--- src/lrcoc_regs.svh ---
// register offsets, field positions, reset values and ring window limits
// assumes: included by bare name from the control module, the ring comparator and the checker
`ifndef LRCOC_REGS_SVH
`define LRCOC_REGS_SVH

// ============================================================
// offsets
`define LRCOC_OFS_IRQ_MASK   8'h03
`define LRCOC_OFS_IRQ_STAT   8'h04
`define LRCOC_OFS_RING_LINE  8'h10
`define LRCOC_OFS_CAL_OVL    8'h11

// ============================================================
// ring_line_ctrl fields
`define LRCOC_RL_RT          0
`define LRCOC_RL_RZ          1

// ============================================================
// calib_overload_billing_ctrl fields
`define LRCOC_CO_BTD         0
`define LRCOC_CO_ROV         1
`define LRCOC_CO_BTE         2
`define LRCOC_CO_OPE         3
`define LRCOC_CO_AUTO_CALIBRATION_DISABLE        5
`define LRCOC_CO_MANUAL_CALIBRATION_START        6
`define LRCOC_CO_CLEAR_CALIBRATION        7

// ============================================================
// interrupt status / mask fields
`define LRCOC_IRQ_BT         0
`define LRCOC_IRQ_CAL        1
`define LRCOC_IRQ_ROV        6

// ============================================================
// reset values
`define LRCOC_RST_RING_LINE  8'h00
`define LRCOC_RST_CAL_OVL    8'h00
`define LRCOC_RST_IRQ        8'h00

// ============================================================
// ring windows, millivolts rms
`define LRCOC_RING_LO_MIN    16'd13500
`define LRCOC_RING_LO_MAX    16'd16500
`define LRCOC_RING_HI_MIN    16'd19350
`define LRCOC_RING_HI_MAX    16'd23650

`endif

--- src/lrcoc_pkg.sv ---
// types shared by the line ring / calibration / overload control block
// assumes: numeric constants live in lrcoc_regs.svh
package lrcoc_pkg;

  typedef enum logic {
    LRCOC_CAL_IDLE,
    LRCOC_CAL_RUN
  } lrcoc_cal_state_t;

  typedef logic [7:0] lrcoc_byte_t;

endpackage

--- src/lrcoc_ctrl.sv ---
// control/status registers for ringer, ring threshold, adc calibration,
// overload protection, billing-tone and receive-overload flags
// assumes: plain register port on clk, analog comparators arrive asynchronously
`timescale 1ns/1ns
`include "lrcoc_regs.svh"
module lrcoc_ctrl
  import lrcoc_pkg::*;
#(
  parameter bit HAS_PROG_RINGER = 1'b1,
  parameter bit HAS_RING_THRESH = 1'b1
) (
  // clock and reset
  input  wire logic        clk,
  input  wire logic        rst_n,
  // register port
  input  wire logic [7:0]  regAddr,
  input  wire logic [7:0]  regWdata,
  input  wire logic        regWrite,
  input  wire logic        regRead,
  output logic      [7:0]  regRdata,
  // analog front end
  input  wire logic [15:0] ringLevel,
  input  wire logic        rxBelowGround,
  input  wire logic        billingToneIn,
  input  wire logic        calDoneIn,
  input  wire logic        offHookReq,
  // line controls
  output logic             ringerImpedanceSynth,
  output logic             ringThresholdHigh,
  output logic             ringDetect,
  output logic             calibClear,
  output logic             calibStart,
  output logic             autoCalEn,
  output logic             overloadProtectEn,
  output logic             offHookHold,
  output logic             irq
);

  // ============================================================
  // reset release
  logic [1:0] rstSync_q;
  logic       rstN;

  always_ff @(posedge clk or negedge rst_n) begin
    if (!rst_n) begin
      rstSync_q <= 2'h0;
    end else begin
      rstSync_q <= {rstSync_q[0], 1'b1};
    end
  end

  assign rstN = rstSync_q[1];

  // ============================================================
  // pin synchronisers
  logic [2:0] pinSync;
  logic       rxLow;
  logic       toneOn;
  logic       calDone;

  lrcoc_sync #(
    .WIDTH (3)
  ) uPins (
    .clk     (clk),
    .rstN    (rstN),
    .asyncIn ({calDoneIn, billingToneIn, rxBelowGround}),
    .syncOut (pinSync)
  );

  assign rxLow   = pinSync[0];
  assign toneOn  = pinSync[1];
  assign calDone = pinSync[2];

  // ============================================================
  // decode
  function automatic logic hit(input logic [7:0] a, input logic [7:0] ofs);
    return a == ofs;
  endfunction

  logic wrRing;
  logic wrCal;
  logic wrMask;
  logic wrStat;

  assign wrRing = regWrite && hit(regAddr, `LRCOC_OFS_RING_LINE);
  assign wrCal  = regWrite && hit(regAddr, `LRCOC_OFS_CAL_OVL);
  assign wrMask = regWrite && hit(regAddr, `LRCOC_OFS_IRQ_MASK);
  assign wrStat = regWrite && hit(regAddr, `LRCOC_OFS_IRQ_STAT);

  // ============================================================
  // ring_line_ctrl
  logic ringerImp_q;
  logic ringThresh_q;

  always_ff @(posedge clk or negedge rstN) begin
    if (!rstN) begin
      ringerImp_q  <= 1'b0;
      ringThresh_q <= 1'b0;
    end else if (wrRing) begin
      ringerImp_q  <= regWdata[`LRCOC_RL_RZ];
      ringThresh_q <= regWdata[`LRCOC_RL_RT];
    end
  end

  // fixed variants ignore the bit and keep maximum impedance / low window
  always_ff @(posedge clk or negedge rstN) begin
    if (!rstN) begin
      ringerImpedanceSynth <= 1'b0;
      ringThresholdHigh    <= 1'b0;
    end else begin
      ringerImpedanceSynth <= HAS_PROG_RINGER && ringerImp_q;
      ringThresholdHigh    <= HAS_RING_THRESH && ringThresh_q;
    end
  end

  lrcoc_ring_cmp uRing (
    .clk        (clk),
    .rstN       (rstN),
    .highWindow (ringThresholdHigh),
    .ringLevel  (ringLevel),
    .ringDetect (ringDetect)
  );

  // ============================================================
  // calibration and overload control bits
  logic clear_calibration_q;
  logic manual_calibration_start_q;
  logic auto_calibration_disable_q;
  logic ope_q;
  logic bte_q;

  // clear-calibration is never self-cleared; software owns it
  always_ff @(posedge clk or negedge rstN) begin
    if (!rstN) begin
      clear_calibration_q <= 1'b0;
      manual_calibration_start_q <= 1'b0;
      auto_calibration_disable_q <= 1'b0;
      ope_q  <= 1'b0;
      bte_q  <= 1'b0;
    end else if (wrCal) begin
      clear_calibration_q <= regWdata[`LRCOC_CO_CLEAR_CALIBRATION];
      manual_calibration_start_q <= regWdata[`LRCOC_CO_MANUAL_CALIBRATION_START];
      auto_calibration_disable_q <= regWdata[`LRCOC_CO_AUTO_CALIBRATION_DISABLE];
      ope_q  <= regWdata[`LRCOC_CO_OPE];
      bte_q  <= regWdata[`LRCOC_CO_BTE];
    end
  end

  always_ff @(posedge clk or negedge rstN) begin
    if (!rstN) begin
      calibClear        <= 1'b0;
      autoCalEn         <= 1'b0;
      overloadProtectEn <= 1'b0;
    end else begin
      calibClear        <= clear_calibration_q;
      autoCalEn         <= !auto_calibration_disable_q && !clear_calibration_q;
      overloadProtectEn <= ope_q;
    end
  end

  // ============================================================
  // manual calibration sequencer
  lrcoc_cal_state_t calState_q;
  logic             calFinish;
  logic             calReq;
  logic             calDonePrev_q;
  logic             calDoneRise;

  // a done level left high by the previous run must not end the next one
  always_ff @(posedge clk or negedge rstN) begin
    if (!rstN) begin
      calDonePrev_q <= 1'b0;
    end else begin
      calDonePrev_q <= calDone;
    end
  end

  assign calDoneRise = calDone && !calDonePrev_q;

  // a start while one is running, or while data is being cleared, is dropped
  assign calReq = wrCal && regWdata[`LRCOC_CO_MANUAL_CALIBRATION_START] && !clear_calibration_q;

  always_ff @(posedge clk or negedge rstN) begin
    if (!rstN) begin
      calState_q <= LRCOC_CAL_IDLE;
      calibStart <= 1'b0;
      calFinish  <= 1'b0;
    end else begin
      calibStart <= 1'b0;
      calFinish  <= 1'b0;
      case (calState_q)
        LRCOC_CAL_IDLE: begin
          if (calReq) begin
            calibStart <= 1'b1;
            calState_q <= LRCOC_CAL_RUN;
          end
        end
        LRCOC_CAL_RUN: begin
          if (calDoneRise && !calibStart) begin
            calFinish  <= 1'b1;
            calState_q <= LRCOC_CAL_IDLE;
          end
        end
        default: begin
          calState_q <= LRCOC_CAL_IDLE;
        end
      endcase
    end
  end

  // ============================================================
  // billing tone
  logic btd_q;
  logic btSet;

  assign btSet = bte_q && toneOn;

  // the disabling write wins: detection is off from that edge on
  always_ff @(posedge clk or negedge rstN) begin
    if (!rstN) begin
      btd_q <= 1'b0;
    end else if (wrCal && !regWdata[`LRCOC_CO_BTE]) begin
      btd_q <= 1'b0;
    end else if (btSet) begin
      btd_q <= 1'b1;
    end
  end

  always_ff @(posedge clk or negedge rstN) begin
    if (!rstN) begin
      offHookHold <= 1'b0;
    end else begin
      offHookHold <= offHookReq || btSet;
    end
  end

  // ============================================================
  // receive overload
  logic rov_q;
  logic rovClr;

  assign rovClr = wrCal && !regWdata[`LRCOC_CO_ROV];

  // writing one leaves the flag alone; a new overload beats the clear
  always_ff @(posedge clk or negedge rstN) begin
    if (!rstN) begin
      rov_q <= 1'b0;
    end else if (rxLow) begin
      rov_q <= 1'b1;
    end else if (rovClr) begin
      rov_q <= 1'b0;
    end
  end

  // ============================================================
  // interrupt status and mask
  lrcoc_byte_t irqStat_q;
  lrcoc_byte_t irqMask_q;
  lrcoc_byte_t irqEvt;
  lrcoc_byte_t irqClr;
  logic        btSet_q;

  always_ff @(posedge clk or negedge rstN) begin
    if (!rstN) begin
      btSet_q <= 1'b0;
    end else begin
      btSet_q <= btSet;
    end
  end

  always_comb begin
    irqEvt = 8'h00;
    irqEvt[`LRCOC_IRQ_BT]  = btSet && !btSet_q;
    irqEvt[`LRCOC_IRQ_CAL] = calFinish;
    irqEvt[`LRCOC_IRQ_ROV] = rxLow;
    irqClr = wrStat ? regWdata : 8'h00;
    irqClr[`LRCOC_IRQ_ROV] = irqClr[`LRCOC_IRQ_ROV] || rovClr;
  end

  always_ff @(posedge clk or negedge rstN) begin
    if (!rstN) begin
      irqStat_q <= `LRCOC_RST_IRQ;
    end else begin
      irqStat_q <= (irqStat_q & ~irqClr) | irqEvt;
    end
  end

  always_ff @(posedge clk or negedge rstN) begin
    if (!rstN) begin
      irqMask_q <= `LRCOC_RST_IRQ;
    end else if (wrMask) begin
      irqMask_q <= regWdata;
    end
  end

  always_ff @(posedge clk or negedge rstN) begin
    if (!rstN) begin
      irq <= 1'b0;
    end else begin
      irq <= |(((irqStat_q & ~irqClr) | irqEvt) & irqMask_q);
    end
  end

  // ============================================================
  // read back
  lrcoc_byte_t rdMux;

  // reserved bit 4 is given as zero here
  always_comb begin
    rdMux = 8'h00;
    case (regAddr)
      `LRCOC_OFS_RING_LINE: begin
        rdMux[`LRCOC_RL_RZ] = ringerImp_q;
        rdMux[`LRCOC_RL_RT] = ringThresh_q;
      end
      `LRCOC_OFS_CAL_OVL: begin
        rdMux[`LRCOC_CO_CLEAR_CALIBRATION] = clear_calibration_q;
        rdMux[`LRCOC_CO_MANUAL_CALIBRATION_START] = manual_calibration_start_q;
        rdMux[`LRCOC_CO_AUTO_CALIBRATION_DISABLE] = auto_calibration_disable_q;
        rdMux[`LRCOC_CO_OPE]  = ope_q;
        rdMux[`LRCOC_CO_BTE]  = bte_q;
        rdMux[`LRCOC_CO_ROV]  = rov_q;
        rdMux[`LRCOC_CO_BTD]  = btd_q;
      end
      `LRCOC_OFS_IRQ_MASK: begin
        rdMux = irqMask_q;
      end
      `LRCOC_OFS_IRQ_STAT: begin
        rdMux = irqStat_q;
      end
      default: begin
        rdMux = 8'h00;
      end
    endcase
  end

  always_ff @(posedge clk or negedge rstN) begin
    if (!rstN) begin
      regRdata <= 8'h00;
    end else if (regRead) begin
      regRdata <= rdMux;
    end else begin
      regRdata <= 8'h00;
    end
  end

endmodule

--- src/lrcoc_sync.sv ---
// two-flop synchroniser for asynchronous level inputs
// assumes: each bit is an independent level, not a multi-bit word
`timescale 1ns/1ns
module lrcoc_sync #(
  parameter int WIDTH = 1
) (
  // clock and reset
  input  wire logic             clk,
  input  wire logic             rstN,
  // levels
  input  wire logic [WIDTH-1:0] asyncIn,
  output logic      [WIDTH-1:0] syncOut
);

  logic [WIDTH-1:0] stage1_q;

  always_ff @(posedge clk or negedge rstN) begin
    if (!rstN) begin
      stage1_q <= '0;
      syncOut  <= '0;
    end else begin
      stage1_q <= asyncIn;
      syncOut  <= stage1_q;
    end
  end

endmodule

--- src/lrcoc_ring_cmp.sv ---
// ring detect comparator with selectable window and hysteresis
// assumes: ringLevel is a same-clock rms estimate in millivolts
`timescale 1ns/1ns
`include "lrcoc_regs.svh"
module lrcoc_ring_cmp (
  // clock and reset
  input  wire logic        clk,
  input  wire logic        rstN,
  // control
  input  wire logic        highWindow,
  input  wire logic [15:0] ringLevel,
  // result
  output logic             ringDetect
);

  logic [15:0] winMin;
  logic [15:0] winMax;
  logic [15:0] onLevel;

  // trip at the window midpoint, release below its floor: never below, always above
  always_comb begin
    winMin  = highWindow ? `LRCOC_RING_HI_MIN : `LRCOC_RING_LO_MIN;
    winMax  = highWindow ? `LRCOC_RING_HI_MAX : `LRCOC_RING_LO_MAX;
    onLevel = 16'((32'(winMin) + 32'(winMax)) >> 1);
  end

  always_ff @(posedge clk or negedge rstN) begin
    if (!rstN) begin
      ringDetect <= 1'b0;
    end else if (ringLevel < winMin) begin
      ringDetect <= 1'b0;
    end else if (ringLevel >= onLevel) begin
      ringDetect <= 1'b1;
    end
  end

endmodule

--- config.mk ---
export PLATFORM = sky130hd
export DESIGN_NAME = lrcoc_ctrl
export DESIGN_NICKNAME = d
export VERILOG_FILES = /design/src/lrcoc_pkg.sv /design/src/lrcoc_ctrl.sv /design/src/lrcoc_sync.sv /design/src/lrcoc_ring_cmp.sv
export VERILOG_INCLUDE_DIRS = /design/src
export SDC_FILE = /design/constraint.sdc
export NUM_CORES = 1
export LEC_CHECK = 0
export ABC_CLOCK_PERIOD_IN_PS = 2200
export BUFFER_PORTS_ARGS = -buffer_cell sky130_fd_sc_hd__buf_4
export CAP_MARGIN = 20
export CELL_PAD_IN_SITES_DETAIL_PLACEMENT = 0
export CELL_PAD_IN_SITES_GLOBAL_PLACEMENT = 1
export CORE_ASPECT_RATIO = 1.1
export CORE_UTILIZATION = 30
export DETAILED_ROUTE_END_ITERATION = 12
export HOLD_SLACK_MARGIN = 0.05
export PLACE_DENSITY_LB_ADDON = 0.1
export SYNTH_ARGS = -nofsm -noshare
export SYNTH_HDL_FRONTEND = slang
export SYNTH_SLANG_ARGS = --single-unit
--- constraint.sdc ---
create_clock -name clk -period 2.2 [get_ports clk]
set_input_delay 0.11 -clock clk [delete_from_list [all_inputs] [get_ports clk]]
set_output_delay 0.11 -clock clk [all_outputs]
set_load 0.1 [all_outputs]
* Word-level counts from Yosys, hierarchy flattened
Cells that the tools add are included.
** Operators by class
- Add/subtract/negate cells :: 1
- $lt $le $gt $ge :: 2
- Equality and inequality tests :: 4
- Mux-type cells :: 20
- Bitwise gates (word level) :: 5
- Reductions and logical operators :: 26
** Operators by type and width (count)
- $add A16 B16 Y17 :: 1
- $and A8 B8 Y8 :: 2
- $eq A8 B5 Y1 const B :: 2
- $ge A16 B16 Y1 :: 1
- $lt A16 B16 Y1 :: 1
- $mux W8 :: 2
- $mux W15 :: 1
- $logic_and A1 B1 Y1 :: 13
- $mux W13 :: 1
- $mux W1 :: 11
- $pmux W3 S3 :: 1
- $eq A8 B2 Y1 const B :: 1
- $eq A8 B3 Y1 const B :: 1
- $not A8 Y8 :: 1
- $or A8 B7 Y8 :: 1
- $pmux W2 S4 :: 1
- $reduce_or A8 Y1 :: 1
- $logic_not A1 Y1 :: 7
- $pmux W2 S3 :: 1
- $reduce_bool A2 Y1 :: 3
- $pmux W1 S2 :: 2
- $logic_or A1 B1 Y1 :: 2
- $not A1 Y1 :: 1
** Word-level totals
- Register bits after elaboration :: 54
- Input bits :: 40

* Depth between registers and ports, before layout
- Depth in word-level cells :: 9
- Mapped depth :: 6
- Gate-level depth less buffers :: 6

* By module
From an unflattened synthesis, not the netlist that was laid out.
** Unflattened totals
- Cells, all modules :: 192
- Area total of the unflattened synthesis :: 2413.6 sq um
** By module, submodules not included
- lrcoc_ctrl :: times used 1, cells an instance 145, area an instance 1906.8 sq um, seq. area each 1176.1 sq um
- lrcoc_ring_cmp :: times used 1, cells an instance 41, area an instance 356.6 sq um, seq. area each 25.0 sq um
- lrcoc_sync :: times used 1, cells an instance 6, area an instance 150.1 sq um, seq. area each 150.1 sq um

* Worst setup path before layout
No wires, ideal clock.
- Path kind :: register to register
- From :: reg ringThresholdHigh
- To :: reg uRing.ringDetect
- Arrival :: 2309 ps
- Required time :: 2068 ps
- Path slack :: -242 ps
- Stages on the path, launching flop included :: 7
- Path through :: dfrtp_1 -> inv_1 -> ha_1 -> nand3_1 -> nor2_1 -> a2111oi_0 -> o41ai_1
** On the way
- Cells in the longest elaborated chain, start to end :: 4
- Elaborated cells between the ends (all ways) :: 7
** Ends and longest elaborated chain
- start, declared :: line lrcoc_ctrl.sv:29 : output logic ringThresholdHigh,
- start signal, assigned :: line lrcoc_ctrl.sv:112 : ringThresholdHigh <= HAS_RING_THRESH && ringThresh_q;
- $mux W15 (no source line) / $mux W13 (equally long branches)
- $add A16 B16 Y17 :: line lrcoc_ring_cmp.sv:24 : onLevel = 16'((32'(winMin) + 32'(winMax)) >> 1);
- $ge A16 B16 Y1 :: line lrcoc_ring_cmp.sv:32 : end else if (ringLevel >= onLevel) begin
- $reduce_bool A2 Y1 (no source line)
- end signal, assigned :: line lrcoc_ring_cmp.sv:29 : ringDetect <= 1'b0;
- end signal, assigned :: line lrcoc_ring_cmp.sv:31 : ringDetect <= 1'b0;
- end signal, assigned :: line lrcoc_ring_cmp.sv:33 : ringDetect <= 1'b1;
- end, declared :: line lrcoc_ring_cmp.sv:13 : output logic ringDetect
Several ways; a longest one is shown, not always the timed one.
A chain may end at the register's enable or synchronous reset.

* Final worst setup path
Same ends and word-level chain as after synthesis.

==> results.md <==
* Status: finished with violations
* Failing checks: design-rule violations
* Seq cells post-synth at 54
* Post-DRT Antenna Nets at 0
* CP startpoint kind: flip-flop
* Detailed Route Iter0 Violations at 60
* Antenna violations before repair at 0
* Hold Path Cell Cnt at 2
* Post-route DRC at 1
* Power Density at between 600 and 700 nW/um2
* Hold Crit Class: input pin to flip-flop
* Num rows at 34
* Detailed placement HPWL at ~4100 um
* Clk buf depth at 2
* RSZ-0062 raised after global routing: false
* Post-synth EDFFs at 0
* Placement Cell Area at a little over 3000 um2
* First-pass GRT wire length at 8960 um
* CP Capture Type: flip-flop
* Relative slew margins at 0.633
* Total grt overflow at 0
* CTS clk-pin slew, worst paths at around 0.1 ns
* Seq/Total Area, Yosys at 0.556
* TritonRoute pass-1 iters at 8
* Root buf cell: clkbuf_8
* FF-to-FF path depth at 6
* # port buffers at between 50 and 60
* Total Wirelength at approximately 5700 um
* Fin. max-slew vios at 0
* Synthesized Nets at between 200 and 250
* Die width at between 80 and 90 um
* Gpl congestion at a little under 0.8
* IO Count at 57
* Largest net degree at the start of global routing at 30
* Period utilization at 0.862
* Commonest non-fill, non-tap cell in the layout: buf_4
* Final worst setup slack at between 0.3 and 0.4 ns
* R2R Path End: uRing.ringDetect
* Non-Filler Instances at 380
* Starting Density at 0.309
* N_diodes at 0
* TritonCTS clock tree: yes
* Asr flop ratio synth at 1.00
* Fin area at about 3300 um2
* Core area at slightly below 8000 um2
* Vias in the first global route at roughly 1700
* Util after Layout at 0.414
* Clock skew at between 0.003 and 0.004 ns
* CP Max Fanout at 9
* Most frequent cells in the layout: buf_4 (61), dfrtp_1 (52), mux2_2 (15)
* Avg Inst Size Synth at 12.5 um2
* # setup viols final at 0
* Setup bufs post-CTS at 0
* Min Tclk post-route at 1.90 ns
* Layout cells sized above 1 at 0.353
* Max-Cap Viols at 0
* Hold EP: auto_calibration_disable_q
* Worst path arrival time at 2.10 ns
* Nets@finish at between 300 and 400
* Placed instance count at about 360
* Setup CP Type: flip-flop to flip-flop
* WL per Instance at 14.9 um
* Reg-to-Reg Start: ringThresholdHigh
* Die height at between 90 and 100 um
* R2R setup slack at around 0.3 ns
* Yosys cell types at 45
* Max frequency at 0.527 GHz
* Die area at around 8500 um2
* GR Util All Layers at 0.143
* H-tree level count at 2
* Layout area overhead at 33.9%
* Main synth FF type: dfrtp_1
* Yosys warns at 0
* Count of final hold-check violations at 0
* Vias post-DR at 1822
* Clock Sinks at 54
* Post-synthesis cell count at just under 200
* Max VDD drop at about 270 uV
* Pleak at about 1.5 nW
* Cts bufs inserted at 5
* Post-Syn Area at between 2000 and 2500 um2
* Dpl ws at between 0.2 and 0.3 ns
* Setup TNS at 0 ns
* Clock Latency Late Sink at 0.30 ns
* Worst Hold Launch: regWdata[5]
* Via density at about 4.8
* Worst path required time at about 2.4 ns
* Least-Margin Pin Slew at 0.548 ns
logic make-up after synthesis:
family	synth area share
compound gates	0.124
fa+ha+maj	0.0669
buf+inv	0.0108
flops	0.556
mux	0.0695
other cells	0.00154
simple gates	0.171
layer usage:
metal  global-route usage  share of wire  up-vias
met1                0.192           0.46      896
met5                    0              0        -
met2                0.229           0.48       44
li1                     -              -      876
met3               0.0280          0.052        6
met4               0.0492          0.013        0
final cells by class:
cell class	count	area, um2
Clock buffer	6	72.6
Clock inverter	2	37.5
Fill cell	800	4620
Inverter	4	15.0
Multi-Input combinational cell	133	1050
Sequential cell	54	1350
Tap cell	108	135
Timing Repair Buffer	73	588
worst max-delay path: stages, from the launching register on:
cell	delay, ns
dfrtp_2	0.49
inv_1	0.23
ha_1	0.29
nand2b_1	0.14
o21ai_0	0.19
a2111oi_0	0.14
o41ai_1	0.31
cell usage after synthesis (4+ instances only):
master | count | area share
nand3_1 | 4 | 0.0082
mux2_2 | 15 | 0.070
nand4_1 | 8 | 0.021
ha_1 | 13 | 0.067
nand2_1 | 11 | 0.017
a21oi_1 | 10 | 0.021
nor2_1 | 9 | 0.014
inv_1 | 4 | 0.0062
a22oi_1 | 9 | 0.028
and2_1 | 5 | 0.013
dfrtp_1 | 54 | 0.56
stage by stage:
step                power, mW  hold slack [ns]
finish                   2.01           0.0681
global placement         1.35           -0.106
CTS                      2.04           0.0603
floorplan                1.22           -0.186
detailed placement       1.35           -0.105
global route             2.10           0.0647
report_power, final:
part | total [mW] | switching, mW | leakage (nW) | internal, mW
combinational | 0.278 | 0.157 | 0.764 | 0.120
clock | 0.666 | 0.326 | 0.0514 | 0.340
sequential | 1.06 | 0.0336 | 0.699 | 1.03
flip-flops by register name (all words and copies together) (netlist names), 2 cells and up:
name	flops
irqMask_q	8
irqStat_q	8
regRdata	8
uPins.stage1_q	3
uPins.syncOut	3
rstSync_q	2
how the worst max path moves through the flow:
stage / from / to / slack [ns]
floorplan: ringThresholdHigh / uRing.ringDetect / 0.15
global placement: ringThresholdHigh / uRing.ringDetect / 0.30
detailed placement: ringThresholdHigh / uRing.ringDetect / 0.26
CTS: ringThresholdHigh / uRing.ringDetect / 0.24
global route: ringThresholdHigh / uRing.ringDetect / 0.11
finish: ringThresholdHigh / uRing.ringDetect / 0.30
what timing repair did:
| item | CTS | global route |
|---|---|---|
| hold endpoints to repair | 14 | 0 |
| hold buffers | 11 | 0 |
| gates resized for setup | 0 | 0 |
No activity file was read; power rests on OpenSTA's default activity.
